$ cat config.mk
export PLATFORM = sky130hd
export DESIGN_NAME = hpl_loader
export DESIGN_NICKNAME = d
export VERILOG_FILES = /design/src/logic/hpl_pkg.sv /design/src/logic/hpl_loader.sv
export VERILOG_INCLUDE_DIRS = /design/src /design/src/logic
export SDC_FILE = /design/constraint.sdc
export NUM_CORES = 1
export LEC_CHECK = 0
export BUFFER_PORTS_ARGS = -buffer_cell sky130_fd_sc_hd__buf_4
export CORE_MARGIN = 5
export CORE_UTILIZATION = 54
export CTS_BUF_LIST = sky130_fd_sc_hd__clkbuf_4 sky130_fd_sc_hd__clkbuf_8
export CTS_CLUSTER_DIAMETER = 40
export CTS_CLUSTER_SIZE = 12
export DETAILED_ROUTE_END_ITERATION = 12
export PLACE_DENSITY = 0.76
export SYNTH_ARGS = -nofsm -noshare
export SYNTH_HDL_FRONTEND = slang
export SYNTH_SLANG_ARGS = --single-unit
$ cat constraint.sdc
create_clock -name ref_clk_i -period 2.76 [get_ports ref_clk_i]
set_input_delay 0.138 -clock ref_clk_i [delete_from_list [all_inputs] [get_ports ref_clk_i]]
set_output_delay 0.138 -clock ref_clk_i [all_outputs]
set_load 0.05 [all_outputs]
$ cat src/logic/hpl_cfg.svh
/*
 * Constants of the hub loader and power block: register offsets, field
 * positions, default identifiers and serial memory timing counts.
 * Assumes a 100 MHz core clock and a serial memory in 16-bit organisation.
 */
`ifndef HPL_CFG_SVH
`define HPL_CFG_SVH

// core clock and serial memory clock timing
`define HPL_CLK_NS 10
`define HPL_SK_HALF_NS 500
`define HPL_SK_HALF_CYC ((`HPL_SK_HALF_NS + `HPL_CLK_NS - 1) / `HPL_CLK_NS)
`define HPL_SETTLE_CYC 4

// read command: start bit, read opcode, word address zero
`define HPL_CMD 8'hC0
`define HPL_CMD_BITS 8
// dummy bit plus three 16-bit words
`define HPL_RX_BITS 49
`define HPL_LAST_BIT (`HPL_CMD_BITS + `HPL_RX_BITS - 1)
`define HPL_GANG_BIT 14

// identifiers used when no memory is fitted; values are arbitrary
`define HPL_DEF_VID 16'h1234
`define HPL_DEF_PID 16'h5678

// register byte offsets
`define HPL_REG_CTRL 8'h00
`define HPL_REG_STATUS 8'h04
`define HPL_REG_IDS 8'h08
`define HPL_REG_IRQ_STAT 8'h0C
`define HPL_REG_IRQ_MASK 8'h10

// status register fields
`define HPL_ST_DONE 0
`define HPL_ST_BUSY 1
`define HPL_ST_GANG 2
`define HPL_ST_BUS_POWER_STRAP 3
`define HPL_ST_FASTCLK 4
`define HPL_ST_EXTERNAL_MEMORY_STRAP 5
`define HPL_ST_FAULT 8

// interrupt fields: bits 3..0 overcurrent per port, bit 4 load done
`define HPL_IRQ_LOAD 4
`define HPL_IRQ_W 5

`define HPL_RESP_OKAY 2'h0
`define HPL_RESP_SLVERR 2'h2

`endif

$ cat src/logic/hpl_pkg.sv
/*
 * Types of the hub loader and power block: loader states, strap bundle
 * and the state record of the top module, all but its two clock select flip-flops.
 * Assumes hpl_cfg.svh is on the include path.
 */
`default_nettype none
`include "hpl_cfg.svh"

package hpl_pkg;

    typedef enum logic [1:0] {
        HPL_SETTLE,
        HPL_XFER,
        HPL_DONE
    } hpl_phase_t;

    // strap pins, in synchroniser order
    typedef struct packed {
        logic bus_pwr;
        logic clk_src;
        logic xtal_in;
        logic ext_mem;
    } hpl_straps_t;

    typedef struct packed {
        hpl_straps_t strap_s1;
        hpl_straps_t strap_s2;
        hpl_straps_t strap;
        logic [3:0] oc_s1;
        logic [3:0] oc_s2;
        logic [3:0] oc_prev;
        logic dat_s1;
        logic dat_s2;
        hpl_phase_t phase;
        logic [5:0] half;
        logic [5:0] bit_idx;
        logic [47:0] shift;
        logic sk;
        logic sk_oe;
        logic dat_out;
        logic dat_oe;
        logic pd_en;
        logic cfg_valid;
        logic gang_rom;
        logic [15:0] vendor_identifier;
        logic [15:0] product_identifier;
        logic [3:0] ctrl_pwr;
        logic [3:0] off;
        logic [3:0] pwr;
        logic [`HPL_IRQ_W-1:0] ists;
        logic [`HPL_IRQ_W-1:0] imask;
        logic irq;
        logic aw_got;
        logic [7:0] aw_addr;
        logic w_got;
        logic [31:0] wdata;
        logic [3:0] wstrb;
        logic awready;
        logic wready;
        logic bvalid;
        logic [1:0] bresp;
        logic arready;
        logic rvalid;
        logic [31:0] rdata;
        logic [1:0] rresp;
    } hpl_state_t;

endpackage : hpl_pkg

`default_nettype wire

$ cat src/logic/hpl_loader.sv
/*
 * Configuration loader and port power control of a four port hub.
 * Reads identifiers and the gang setting from a three-wire serial memory
 * once after reset, then releases the pins; drives port power from the
 * overcurrent inputs; reports clock and power modes; AXI4-Lite registers.
 * Assumes strap and sense pins are asynchronous and the memory chip select
 * follows system power-on reset outside this block.
 */
// Chosen here: the register addresses and the AXI4-Lite slave port.
`timescale 1ns/100ps
`default_nettype none

// Behaviour
// - ganged: ports switch together, any fault kills all
// - individual: fault removes only that port's power
// - bus-power strap and gang select give four modes
// - both clock straps low: run from 6-MHz crystal
// - strap and crystal input high: 48-MHz clock input
// - memory strap high: default ids, shared pin gangs
// - memory strap low: shared pins are memory lines
// - pulldowns on only while memory interface enabled
// - word0 bit 14 gang, word1 vendor, word2 product
// - one read after reset, never again
// - send start one, read opcode, address zero
// - release data line after address, memory drives
// - block drives clock; memory changes on rising edge
// - after third word, memory pins go high impedance
module hpl_loader
    import hpl_pkg::*;
(
    input wire logic ref_clk_i,
    input wire logic resetn_i,
    input wire logic [7:0] s_axi_awaddr,
    input wire logic s_axi_awvalid,
    output logic s_axi_awready,
    input wire logic [31:0] s_axi_wdata,
    input wire logic [3:0] s_axi_wstrb,
    input wire logic s_axi_wvalid,
    output logic s_axi_wready,
    output logic [1:0] s_axi_bresp,
    output logic s_axi_bvalid,
    input wire logic s_axi_bready,
    input wire logic [7:0] s_axi_araddr,
    input wire logic s_axi_arvalid,
    output logic s_axi_arready,
    output logic [31:0] s_axi_rdata,
    output logic [1:0] s_axi_rresp,
    output logic s_axi_rvalid,
    input wire logic s_axi_rready,
    input wire logic [3:0] overcurrent_sense_n_i,
    input wire logic bus_power_strap_i,
    input wire logic clock_source_strap_i,
    input wire logic crystal_in_i,
    input wire logic external_memory_strap_i,
    input wire logic memory_data_or_gang_select_i,
    output logic serial_memory_data_o,
    output logic serial_memory_data_oe_o,
    output logic serial_memory_clock_o,
    output logic serial_memory_clock_oe_o,
    output logic memory_pulldown_en_o,
    output logic [3:0] port_power_enable_o,
    output logic oscillator_enable_o,
    output logic fast_clock_select_o,
    output logic irq_o
);

    localparam logic [5:0] HALF_LAST = 6'(`HPL_SK_HALF_CYC - 1);
    localparam logic [5:0] LAST_BIT = 6'(`HPL_LAST_BIT);
    localparam logic [5:0] CMD_BITS = 6'(`HPL_CMD_BITS);
    localparam logic [5:0] SETTLE_LAST = 6'(`HPL_SETTLE_CYC - 1);
    localparam logic [7:0] CMD = `HPL_CMD;

    hpl_state_t s_reg;
    hpl_state_t s_next;

    logic [3:0] fault;
    logic [3:0] trip;
    logic [3:0] req;
    logic [3:0] oc_evt;
    logic ganged;
    logic fast_mode;
    logic [31:0] bmask;
    logic [31:0] status_word;
    logic [31:0] rd_word;
    logic rd_ok;
    logic wr_ok;
    logic load_evt;
    logic [`HPL_IRQ_W-1:0] iclr;

    // next state of the whole block but the two clock select flip-flops
    always_comb begin
        s_next = s_reg;
        load_evt = 1'b0;
        iclr = '0;
        wr_ok = 1'b0;

        // every strap, sense and memory data pin passes two flip-flops first
        s_next.strap_s1 = '{bus_pwr: bus_power_strap_i, clk_src: clock_source_strap_i,
                            xtal_in: crystal_in_i, ext_mem: external_memory_strap_i};
        s_next.strap_s2 = s_reg.strap_s1;
        s_next.oc_s1 = overcurrent_sense_n_i;
        s_next.oc_s2 = s_reg.oc_s1;
        s_next.oc_prev = s_reg.oc_s2;
        s_next.dat_s1 = memory_data_or_gang_select_i;
        s_next.dat_s2 = s_reg.dat_s1;

        // loader sequence
        unique case (s_reg.phase)
            HPL_SETTLE: begin
                s_next.half = s_reg.half + 6'h01;
                if (s_reg.half == SETTLE_LAST) begin
                    // straps caught once, after the synchronisers filled
                    s_next.strap = s_reg.strap_s2;
                    s_next.half = '0;
                    s_next.bit_idx = '0;
                    if (s_reg.strap_s2.ext_mem) begin
                        s_next.phase = HPL_DONE;
                        s_next.vendor_identifier = `HPL_DEF_VID;
                        s_next.product_identifier = `HPL_DEF_PID;
                        s_next.cfg_valid = 1'b1;
                        s_next.pd_en = 1'b0;
                        load_evt = 1'b1;
                    end else begin
                        s_next.phase = HPL_XFER;
                        s_next.pd_en = 1'b1;
                        s_next.sk_oe = 1'b1;
                        s_next.dat_oe = 1'b1;
                        s_next.dat_out = CMD[7];
                    end
                end
            end
            HPL_XFER: begin
                s_next.half = s_reg.half + 6'h01;
                if (s_reg.half == HALF_LAST) begin
                    s_next.half = '0;
                    s_next.sk = ~s_reg.sk;
                    if (s_reg.sk) begin
                        // falling edge: memory data settled half a period ago
                        if (s_reg.bit_idx >= CMD_BITS) begin
                            s_next.shift = {s_reg.shift[46:0], s_reg.dat_s2};
                        end
                        s_next.bit_idx = s_reg.bit_idx + 6'h01;
                        if (s_reg.bit_idx + 6'h01 < CMD_BITS) begin
                            s_next.dat_out = CMD[3'(3'h7 - s_reg.bit_idx[2:0] - 3'h1)];
                        end else begin
                            s_next.dat_oe = 1'b0;
                            s_next.dat_out = 1'b0;
                        end
                        if (s_reg.bit_idx == LAST_BIT) begin
                            // the dummy bit has dropped out of the top
                            s_next.phase = HPL_DONE;
                            s_next.sk_oe = 1'b0;
                            s_next.sk = 1'b0;
                            s_next.gang_rom = s_next.shift[32 + `HPL_GANG_BIT];
                            s_next.vendor_identifier = s_next.shift[31:16];
                            s_next.product_identifier = s_next.shift[15:0];
                            s_next.cfg_valid = 1'b1;
                            load_evt = 1'b1;
                        end
                    end
                end
            end
            HPL_DONE: begin
                // terminal: pins stay released, pulldowns only hold them
                s_next.sk_oe = 1'b0;
                s_next.dat_oe = 1'b0;
            end
        endcase

        // mode decode from caught straps; the gang select pin is read live
        fault = ~s_reg.oc_s2;
        oc_evt = s_reg.oc_prev & ~s_reg.oc_s2;
        ganged = s_reg.strap.ext_mem ? s_reg.dat_s2 : s_reg.gang_rom;
        fast_mode = s_reg.strap.clk_src & s_reg.strap.xtal_in;

        // port power; a tripped port stays off until software drops its request
        for (int i = 0; i < 4; i++) begin
            req[i] = ganged ? s_reg.ctrl_pwr[0] : s_reg.ctrl_pwr[i];
            trip[i] = ganged ? |fault : fault[i];
            s_next.off[i] = (s_reg.off[i] | trip[i]) & req[i];
            s_next.pwr[i] = s_reg.cfg_valid & req[i] & ~trip[i] & ~s_reg.off[i];
        end

        // write: address and data taken in either order
        if (s_axi_awvalid && s_reg.awready) begin
            s_next.aw_got = 1'b1;
            s_next.aw_addr = s_axi_awaddr;
        end
        if (s_axi_wvalid && s_reg.wready) begin
            s_next.w_got = 1'b1;
            s_next.wdata = s_axi_wdata;
            s_next.wstrb = s_axi_wstrb;
        end
        bmask = {{8{s_reg.wstrb[3]}}, {8{s_reg.wstrb[2]}},
                 {8{s_reg.wstrb[1]}}, {8{s_reg.wstrb[0]}}};
        if (s_reg.aw_got && s_reg.w_got && !s_reg.bvalid) begin
            s_next.aw_got = 1'b0;
            s_next.w_got = 1'b0;
            s_next.bvalid = 1'b1;
            wr_ok = 1'b1;
            unique case (s_reg.aw_addr)
                `HPL_REG_CTRL: begin
                    s_next.ctrl_pwr = (s_reg.ctrl_pwr & ~bmask[3:0])
                        | (s_reg.wdata[3:0] & bmask[3:0]);
                end
                `HPL_REG_IRQ_STAT: iclr = s_reg.wdata[`HPL_IRQ_W-1:0] & bmask[`HPL_IRQ_W-1:0];
                `HPL_REG_IRQ_MASK: begin
                    s_next.imask = (s_reg.imask & ~bmask[`HPL_IRQ_W-1:0])
                        | (s_reg.wdata[`HPL_IRQ_W-1:0] & bmask[`HPL_IRQ_W-1:0]);
                end
                `HPL_REG_STATUS, `HPL_REG_IDS: wr_ok = 1'b1; // read-only, write ignored
                default: wr_ok = 1'b0;
            endcase
            s_next.bresp = wr_ok ? `HPL_RESP_OKAY : `HPL_RESP_SLVERR;
        end else if (s_reg.bvalid && s_axi_bready) begin
            s_next.bvalid = 1'b0;
        end
        s_next.awready = ~s_next.aw_got & ~s_next.bvalid;
        s_next.wready = ~s_next.w_got & ~s_next.bvalid;

        // read
        status_word = '0;
        status_word[`HPL_ST_DONE] = s_reg.cfg_valid;
        status_word[`HPL_ST_BUSY] = (s_reg.phase == HPL_XFER);
        status_word[`HPL_ST_GANG] = ganged;
        status_word[`HPL_ST_BUS_POWER_STRAP] = s_reg.strap.bus_pwr;
        status_word[`HPL_ST_FASTCLK] = fast_mode;
        status_word[`HPL_ST_EXTERNAL_MEMORY_STRAP] = s_reg.strap.ext_mem;
        status_word[`HPL_ST_FAULT +: 4] = fault;
        rd_ok = 1'b1;
        unique case (s_axi_araddr)
            `HPL_REG_CTRL: rd_word = {28'h0000000, s_reg.ctrl_pwr};
            `HPL_REG_STATUS: rd_word = status_word;
            `HPL_REG_IDS: rd_word = {s_reg.vendor_identifier, s_reg.product_identifier};
            `HPL_REG_IRQ_STAT: rd_word = {27'h0000000, s_reg.ists};
            `HPL_REG_IRQ_MASK: rd_word = {27'h0000000, s_reg.imask};
            default: begin
                rd_word = '0;
                rd_ok = 1'b0;
            end
        endcase
        if (s_axi_arvalid && s_reg.arready) begin
            s_next.rvalid = 1'b1;
            s_next.rdata = rd_word;
            s_next.rresp = rd_ok ? `HPL_RESP_OKAY : `HPL_RESP_SLVERR;
        end else if (s_reg.rvalid && s_axi_rready) begin
            s_next.rvalid = 1'b0;
        end
        s_next.arready = ~s_next.rvalid;

        // sticky events: a new event wins over a clear in the same cycle
        s_next.ists = (s_reg.ists & ~iclr) | {load_evt, oc_evt};
        s_next.irq = |(s_next.ists & s_next.imask);
    end

    // single state register, synchronous reset
    always_ff @(posedge ref_clk_i) begin
        if (!resetn_i) begin
            s_reg <= '0;
        end else begin
            s_reg <= s_next;
        end
    end

    // every output straight from a flip-flop
    assign s_axi_awready = s_reg.awready;
    assign s_axi_wready = s_reg.wready;
    assign s_axi_bvalid = s_reg.bvalid;
    assign s_axi_bresp = s_reg.bresp;
    assign s_axi_arready = s_reg.arready;
    assign s_axi_rvalid = s_reg.rvalid;
    assign s_axi_rdata = s_reg.rdata;
    assign s_axi_rresp = s_reg.rresp;
    assign serial_memory_data_o = s_reg.dat_out;
    assign serial_memory_data_oe_o = s_reg.dat_oe;
    assign serial_memory_clock_o = s_reg.sk;
    assign serial_memory_clock_oe_o = s_reg.sk_oe;
    assign memory_pulldown_en_o = s_reg.pd_en;
    assign port_power_enable_o = s_reg.pwr;
    assign irq_o = s_reg.irq;

    // clock source selection; crystal amplifier runs unless the fast input is used
    logic osc_en_reg;
    logic fast_sel_reg;
    always_ff @(posedge ref_clk_i) begin
        if (!resetn_i) begin
            osc_en_reg <= 1'b1;
            fast_sel_reg <= 1'b0;
        end else begin
            osc_en_reg <= ~fast_mode;
            fast_sel_reg <= fast_mode;
        end
    end
    assign oscillator_enable_o = osc_en_reg;
    assign fast_clock_select_o = fast_sel_reg;

endmodule : hpl_loader

`default_nettype wire

### After elaboration in Yosys (flattened, before gate mapping)

Memories as Yosys holds them, arrays and structs flattened.
Cells that the tools add are included.

* flip-flop bits (word level): 239
* latch bits: 0
* RAM bits: 0
* ROM bits: 8
* bits of input ports: 68
* word-level logic and storage cells: 217
* memories: 1

* $add $sub $neg: 4
* $mul: 0
* div/mod/pow operators: 0
* order comparisons: 3
* eq/ne operators: 20
* shift-type cells: 0
* muxes and demuxes: 58
* bitwise gates (word level): 51
* reductions and logical operators: 28

Memory list
* (no name shown): words 8, width 1, rd ports 1, clocked after Yosys merged registers in 0, wr ports 0, line hpl_loader.sv:144 `s_next.dat_out = CMD[3'(3'h7 - s_reg.bit_idx[2:0] - 3'h1)];`

Operator list (count)
* $pmux 32 s5: 1
* $mux 34: 3
* $mux 66: 1
* $mux 32: 2
* $pmux 32 s2: 1
* $mux 58: 1
* $mux 48: 1
* $mux 37: 1
* $eq 8x4->1 const B: 4
* $pmux 14 s2: 1
* $mux 1: 27
* $mux 5: 5
* $and 5x5->5: 4
* $reduce_and 5->1: 4
* $and 1x1->1: 19
* $eq 8x3->1 const B: 2
* $eq 8x5->1 const B: 2
* $logic_not 8->1: 2
* $reduce_or 5->1: 3
* $mux 14: 1
* $not 1->1: 14
* $add 6x1->6 const B: 2
* $and 4x4->4: 3
* $eq 6x6->1 const B: 2
* other kinds (29): 58

### Longest topological paths before layout

Gate-level depths: netlist of the first run.

* depth after elaboration: 8
* mapped depth: 9
* gate-level depth less buffers: 7

### Least setup slack after synthesis of the first run

Ideal clock, no wire load.

* kind: reg2reg
* from: reg s_reg[78] (netlist bit)
* to: reg s_reg (netlist bit irq_o)
* setup time: 0.139 ns
* data arrival time: 2.057 ns
* data required time: 2.621 ns
* path slack: 0.565 ns
* stages on the path, launching flop included: 7
* clock period less this slack: 2.195 ns
* path through: dfxtp_1 -> or4_4 -> or4_4 -> buf_6 -> mux2_4 -> a22oi_2 -> a41oi_1

* word-level cells in the longest chain between the ends: 8
* elaborated cells between the ends (all ways): 11
* classes of those cells: eq/ne: 2; mux: 4; bitwise: 4; reduce/logical: 1

Ends and longest elaborated chain
* from (decl): line hpl_loader.sv:73 `hpl_state_t s_reg;`
* from (signal assigned): line hpl_loader.sv:261 `s_reg <= s_next;`
* $eq 8x4->1: line hpl_loader.sv:201 `unique case (s_reg.aw_addr)`
* $mux 5: line hpl_loader.sv:201
* $mux 5: line hpl_loader.sv:196 `if (s_reg.aw_got && s_reg.w_got && !s_reg.bvalid) begin`
* $not 5->5: line hpl_loader.sv:252 `s_next.ists = (s_reg.ists & ~iclr) | {load_evt, oc_evt};`
* $and 5x5->5: line hpl_loader.sv:252
* $or 5x5->5: line hpl_loader.sv:252
* $and 5x5->5 *: line hpl_loader.sv:253 `s_next.irq = |(s_next.ists & s_next.imask);`
* $reduce_or 5->1 *: line hpl_loader.sv:253

Every way passes the cells marked *; elsewhere a longest branch is shown, timed or not.
A chain may end at the register's enable or synchronous reset.

### Final worst setup path of the first run

* from: reg s_reg[210] (netlist bit)
* to: reg s_reg[135] (netlist bit)

* word-level cells in the longest chain between the ends: 3
* elaborated cells between the ends (all ways): 10
* classes of those cells: eq/ne: 6; mux: 1; reduce/logical: 3

Ends and longest elaborated chain
* $eq 2x1->1 or $logic_not 2->1 (tied branches): line hpl_loader.sv:108 `unique case (s_reg.phase)`
* $ne 2x1->1 (no line), or another cell as far along
* $reduce_and 6->1 (no line)

Several ways; a longest one is shown, not always the timed one.

==> results of run 1 <==
synthesized netlist by cell type, types with 3 or more instances:
| cell type | count | area share |
|---|---|---|
| or2_2 | 3 | 0.0022 |
| and3_1 | 5 | 0.0037 |
| nand3_1 | 37 | 0.022 |
| dfxtp_1 | 206 | 0.48 |
| inv_1 | 14 | 0.0061 |
| buf_4 | 40 | 0.035 |
| nor3_1 | 16 | 0.0094 |
| mux2_2 | 9 | 0.012 |
| a211oi_1 | 6 | 0.0053 |
| a21oi_1 | 130 | 0.076 |
| nand2_1 | 236 | 0.10 |
| nand4b_1 | 3 | 0.0031 |
| or3_1 | 3 | 0.0022 |
| nor4_1 | 4 | 0.0029 |
| mux2i_1 | 13 | 0.015 |
| nor3b_1 | 8 | 0.0070 |
| xor2_1 | 6 | 0.0061 |
| nand2b_1 | 5 | 0.0037 |
| ha_1 | 7 | 0.010 |
| nand3b_1 | 3 | 0.0026 |
| nor2_1 | 49 | 0.021 |
| nand4_1 | 20 | 0.015 |
| a22oi_1 | 8 | 0.0070 |
| a311oi_1 | 14 | 0.014 |
| a21boi_0 | 5 | 0.0044 |
| a221oi_1 | 5 | 0.0051 |
| clkbuf_1 | 69 | 0.030 |
| o21a_1 | 7 | 0.0061 |
| and2_1 | 35 | 0.026 |
| a31oi_1 | 8 | 0.0058 |
| o21ai_0 | 41 | 0.024 |
| nor2b_1 | 4 | 0.0029 |
metrics by stage:
step / instance area [um^2] / cells / setup slack, ps / total power [uW] / hold WS (ps)
finish: 10100 / 1346 / 461 / 6550 / 51.6
global route: 10100 / 1346 / 266 / 6830 / 73.8
CTS: 10100 / 1346 / 487 / 6590 / 28.0
detailed placement: 9140 / 1263 / 517 / 4050 / 349
global placement: 9140 / 1263 / 545 / 4030 / 345
floorplan: 8570 / 1049 / 565 / 3800 / 265
area by class of cell:
type                    count  area [um^2]  share of cell area
clock buffers              31          420              0.0416
clock inverters            17          190              0.0188
inverters                  15         58.8             0.00582
multi-input cells         717         3830               0.380
flip-flops and latches    206         4120               0.408
well taps                 216          270              0.0267
repair buffers            144         1210               0.119
layer usage:
metal,vias to the layer above,GRT usage,routed length (um),part of all wire
li1,3671,-,-,-
met1,3413,0.288,8970,0.45
met2,222,0.346,9310,0.47
met3,17,0.0381,1370,0.069
met4,0,0.0465,230,0.012
met5,-,0,0,0
where the power goes:
part	switching, uW	internal (uW)	total (uW)
logic	570	317	887
clock network	1180	1330	2510
registers	80.0	3070	3150
total	1830	4720	6550
kinds of logic after synthesis:
| family | share of synthesized area |
|---|---|
| flops | 0.482 |
| fa+ha+maj | 0.0102 |
| simple gates | 0.237 |
| other cells | 0.000438 |
| xor+xnor | 0.00716 |
| compound gates | 0.161 |
| mux | 0.0288 |
| buf+inv | 0.0736 |
critical path, cell delays in order, from the launching register on:
cell and delay (ps):
dfxtp_1 300, inv_1 90, ha_1 590, nand4_1 440, nor3_1 280, buf_4 250, a21oi_1 100, o21a_1 130
how the worst min path moves through the flow:
stage                                 start                endpoint  slack [ps]  cells after the start
2_1_floorplan  memory_data_or_gang_select_i  s_next[211]$_SDFF_PN0_         270                      1
3_3_place_gp       overcurrent_sense_n_i[1]  s_next[218]$_SDFF_PN0_         340                      2
3_5_place_dp       overcurrent_sense_n_i[3]  s_next[220]$_SDFF_PN0_         350                      2
4_1_cts                       s_axi_awvalid  s_reg[82]$_SDFFE_PN0P_          30                      4
5_1_grt                       s_axi_awvalid  s_reg[85]$_SDFFE_PN0P_          70                      4
6_report                      s_axi_awvalid  s_reg[82]$_SDFFE_PN0P_          50                      4
==> metrics.md, run 1 <==
| Metric | Value |
|---|---|
| Fillers | `1339` |
| Initial antenna violation count | `0` |
| Peak VDD IR | `0.000417 V` |
| DR vias/cell | `5.44` |
| Crit path kind | `reg2reg` |
| Setup bufs post-CTS | `0` |
| I/O Pins | `121` |
| Core area | `0.0157 mm^2` |
| Post-synthesis cell type count | `56` |
| HP Class | `in2reg` |
| Final core utilization | `0.643` |
| Fin crit period | `2300 ps` |
| H-Tree Depth | `1` |
| Hpwl dp | `12700 um` |
| Post-Syn Area per Cell | `8.17 um^2` |
| Vias in the first global route | `6629` |
| # port buffers | `88` |
| Slew @ Worst Pin | `808 ps` |
| Post-synth EDFFs | `0` |
| Die X | `136 um` |
| TritonCTS clock tree | `done` |
| Clk_skew | `25.4 ps` |
| Number of gates resized after cts | `0` |
| Worst path arrival time | `2730 ps` |
| Hold Fails Final Rpt | `0` |
| DRT Pass-1 Iters | `5` |
| RSZ-0062 raised after global routing | `no` |
| Post-DRT Antenna Nets | `0` |
| Area of the mapped netlist | `0.00856 mm^2` |
| Startpoint types | `flop` |
| Synthesis Warnings | `0` |
| Max-cap violation count | `0` |
| Crit path from | `s_reg[210]$_SDFFE_PN0P_` |
| Via count | `7323` |
| TNS Setup | `0 ps` |
| Worst r2r dst | `s_reg[135]$_SDFFE_PN0P_` |
| Prevailing post-synth register cell | `dfxtp_1` |
| Synth async-reset ratio | `0` |
| FF+latch count, synth | `206` |
| Sequential area share after synthesis | `0.482` |
| Worst-Skew Late Latency | `560 ps` |
| # clock sinks | `206` |
| Initial Utilization | `0.545` |
| Total track usage | `0.210` |
| Die H | `136 um` |
| Outcome | `finished, final reports clean` |
| Most common cell after layout, fill and taps aside | `nand2_1` |
| Area growth from synthesis to final layout | `18.0%` |
| Wirelength per Cell | `14.8 um` |
| ANT cells | `0` |
| Post-synthesis cell count | `1048` |
| Residual DRC count | `0` |
| Leakage | `0.00380 uW` |
| Critical Path Fanout Max | `19` |
| Post-Route WL | `19900 um` |
| Rows | `46` |
| Data required time of the worst path | `3190 ps` |
| Commonest cells after routing, fill and taps aside | `nand2_1 (236), dfxtp_1 (206), a21oi_1 (130)` |
| Final Setup Violations | `0` |
| Nets | `1186` |
| Relative slew slack | `0.460` |
| Crit path to | `s_reg[135]$_SDFFE_PN0P_` |
| Power Density | `648 mW/mm^2` |
| Starting DRT DRC Count | `582` |
| Layout cell share with drive strength beyond 1 | `0.162` |
| Max Slew Vio Count | `0` |
| Die Area | `0.0185 mm^2` |
| Reg clk slew, reported paths | `70 ps` |
| Fmax | `435 MHz` |
| Clk root buf | `clkbuf_8` |
| Global-route wire length before repair | `32400 um` |
| CTS Buf Count | `27` |
| Reg2reg setup slack | `460 ps` |
| R2R depth | `7` |
| Largest register FFs | `137` |
| Hold Buf Count CTS | `35` |
| Final GP Congestion | `0.888` |
| Worst R2R Start | `s_reg[210]$_SDFFE_PN0P_` |
| Worst setup EP type | `flop` |
| Largest net degree at the start of global routing | `70` |
| Fin crit share | `0.833` |
| GRT overflow | `0` |
| Max clock buf depth | `3` |
Note: power is estimated with default switching activity, not from simulation.
==> run 2, diff against run 1 <==
Clock period 2.76 ns to 2.35 ns, I/O delays scaled along.
==> run 2 against run 1 <==
Compared with the run above: wire length down 2.5%; non-clock buffer count up 7; core utilization down 0.088 points; count of clock-buffer cells in the layout down 1; flip-flop and latch count unchanged; register-to-register slack worse by 330 ps; final cell count unchanged; clock power up 6%.
==> metrics.md, run 2 (same netlist as run 1, synthesis figures left out) <==
| Metric | Value |
|---|---|
| Leakage | `0.00380 uW (about the same)` |
| I/O Pins | `121 (unchanged)` |
| Hold Fails Final Rpt | `0 (unchanged)` |
| Number of gates resized after cts | `0 (unchanged)` |
| Data required time of the worst path | `2730 ps (-460 ps)` |
| Switching Power | `2040 uW (+11%)` |
| Layout cell share with drive strength beyond 1 | `0.163 (+0.000885)` |
| TNS Setup | `0 ps (unchanged)` |
| Largest register FFs | `137 (unchanged)` |
| HP Class | `in2reg` |
| Via count | `7331 (+0.11%)` |
| DR vias/cell | `5.45 (+0.11%)` |
| Core area | `0.0157 mm^2 (unchanged)` |
| CTS Buf Count | `25 (-7.4%)` |
| Vias in the first global route | `6635 (+0.091%)` |
| Global-route wire length before repair | `32400 um (+0.11%)` |
| Post-Route WL | `19400 um (-2.5%)` |
| Residual DRC count | `0 (unchanged)` |
| TritonCTS clock tree | `done` |
| Most common cell after layout, fill and taps aside | `nand2_1` |
| Nets | `1191 (+0.42%)` |
| RSZ-0062 raised after global routing | `no` |
| Max-cap violation count | `0 (unchanged)` |
| Placed Area | `0.00922 mm^2 (+0.79%)` |
| Peak VDD IR | `0.000436 V (+4.6%)` |
| Total track usage | `0.209 (-0.000644)` |
| Clk_skew | `17.2 ps (-8.19 ps)` |
| Die X | `136 um (unchanged)` |
| Crit path kind | `reg2reg` |
| Fin crit period | `2220 ps (-79.4 ps)` |
| Final Setup Violations | `0 (unchanged)` |
| Fin area | `0.0101 mm^2 (-0.14%)` |
| Slowest cell on crit path | `or4_4` |
| Hpwl dp | `12800 um (+0.94%)` |
| Die Area | `0.0185 mm^2 (unchanged)` |
| Power Density | `739 mW/mm^2 (+14%)` |
| Initial antenna violation count | `0 (unchanged)` |
| Crit path top cell by count | `or4_4` |
| Critical Path Fanout Max | `5 (-14)` |
| Initial Utilization | `0.545 (unchanged)` |
| Cell family with most CP delay | `simple AND/OR/NAND/NOR gates` |
| Max Slew Vio Count | `0 (unchanged)` |
| Max clock buf depth | `3 (unchanged)` |
| CP Depth | `5 (-2)` |
| GRT overflow | `0 (unchanged)` |
| Worst path arrival time | `2600 ps (-130 ps)` |
| H-Tree Depth | `1 (unchanged)` |
| ANT cells | `0 (unchanged)` |
| Critical path buffers and inverters | `0 (-2)` |
| Worst hold slack | `25.0 ps (-26.6 ps)` |
| P_int | `5420 uW (+15%)` |
| Fillers | `1360 (+1.6%)` |
| Die H | `136 um (unchanged)` |
| Slew @ Worst Pin | `651 ps (-158 ps)` |
| Register area | `0.00412 mm^2 (unchanged)` |
| DRT Pass-1 Iters | `5 (unchanged)` |
| Net Sw Frac | `0.274 (-0.00598)` |
| Wirelength per Cell | `14.4 um (-2.5%)` |
| Fin crit share | `0.945 (+0.112)` |
| Commonest cells after routing, fill and taps aside | `nand2_1 (236), dfxtp_1 (206), a21oi_1 (130)` |
| Final GP Congestion | `0.881 (-0.78%)` |
| Worst-Skew Late Latency | `530 ps (-30 ps)` |
| R2R depth | `5 (-2)` |
| Fmax | `451 MHz (+3.6%)` |
| Final core utilization | `0.642 (-0.000876)` |
| Post-DRT Antenna Nets | `0 (unchanged)` |
| Startpoint types | `flop` |
| # port buffers | `88 (unchanged)` |
| Worst Hold Depth | `4 (unchanged)` |
| Starting DRT DRC Count | `576 (-1.0%)` |
| Area growth from synthesis to final layout | `17.8%` |
| Rows | `46 (unchanged)` |
| Sequential share of power | `0.497 (+0.016)` |
| Combinational Power Share | `0.146 (+0.011)` |
| Multi-input logic area | `0.00383 mm^2 (unchanged)` |
| Crit path largest cell delay | `580 ps (about the same)` |
| Clk root buf | `clkbuf_8` |
| Crit path cell chain | `or4_4 -> or4_4 -> mux2_4 -> a22oi_2 -> a41oi_1` |
| Worst setup EP type | `flop` |
| Largest net degree at the start of global routing | `61 (-13%)` |
| Reg clk slew, reported paths | `80 ps (about the same)` |
| Clock power frac | `0.357 (-0.026)` |
| # clock sinks | `206 (unchanged)` |
| Relative slew slack | `0.566 (+0.107)` |
| Outcome | `finished, final reports clean` |
[run 2: cell count changes in the layout (fill, tap and decap cells not counted)]
cell / previous run / this run
buf_4: 106 / 113
clkinv_2: 5 / 2
clkinvlp_4: 5 / 3
buf_12: 3 / 4
bufinv_16: 3 / 2
clkbuf_8: 30 / 29
clkinv_4: 2 / 3
dlygate4sd3_1: 35 / 34
inv_8: 1 / 0
[run 2: through the flow]
stage / std cells / setup slack [ps] / total power, uW
floorplan: 1049 / 155 / 4470
detailed placement: 1271 / 117 / 4820
finish: 1346 / 130 / 7460
CTS: 1346 / 117 / 7520
global route: 1346 / 63.6 / 7810
global placement: 1271 / 146 / 4800
[run 2: timing repair]
action | CTS | global route
hold endpoints to repair | 33 | 0
setup endpoints to repair | 0 | 0
hold buffers | 34 | 0
buffers inserted | 0 | 0
[run 2: path summary, 6_finish.rpt]
| kind | startpoint | endpoint | slack [ps] |
|---|---|---|---|
| worst max register to register | s_reg[78]$_SDFFE_PN0P_ | irq_o$_SDFF_PN0_ | 130 |
| worst min register to register | s_next[218]$_SDFF_PN0_ | s_next[214]$_SDFF_PN0_ | 440 |
| worst max-delay path | s_reg[78]$_SDFFE_PN0P_ | irq_o$_SDFF_PN0_ | 130 |
| worst min-delay path | s_axi_awvalid | s_reg[82]$_SDFFE_PN0P_ | 20 |
[run 2: routing by layer]
layer,wire length [um],vias up,track usage,part of all wire
li1,-,3679,-,-
met3,1230,27,0.0337,0.064
met4,282,0,0.0487,0.015
met2,9010,220,0.338,0.46
met1,8850,3405,0.294,0.46
met5,0,-,0,0
[run 2: final cells by class]
type	count	area share
Timing Repair Buffer	151	0.126
Sequential cell	206	0.409
Multi-Input combinational cell	717	0.380
Clock inverter	11	0.0126
Inverter	15	0.00583
Tap cell	216	0.0268
Clock buffer	30	0.0403
[run 2: power by group through the flow]
stage          Combinational, uW  Sequential, uW  Clock [uW]
2_1_floorplan                638            3830           0
3_3_place_gp                1020            3780           0
3_5_place_dp                1030            3780           0
4_1_cts                     1080            3700        2740
5_1_grt                     1190            3720        2900
6_report                    1090            3700        2660
[run 2: worst reg2reg max path, stage by stage (launching register included)]
cell and delay [ps]:
dfxtp_1 310, or4_4 550, or4_4 580, mux2_4 330
a22oi_2 170, a41oi_1 130
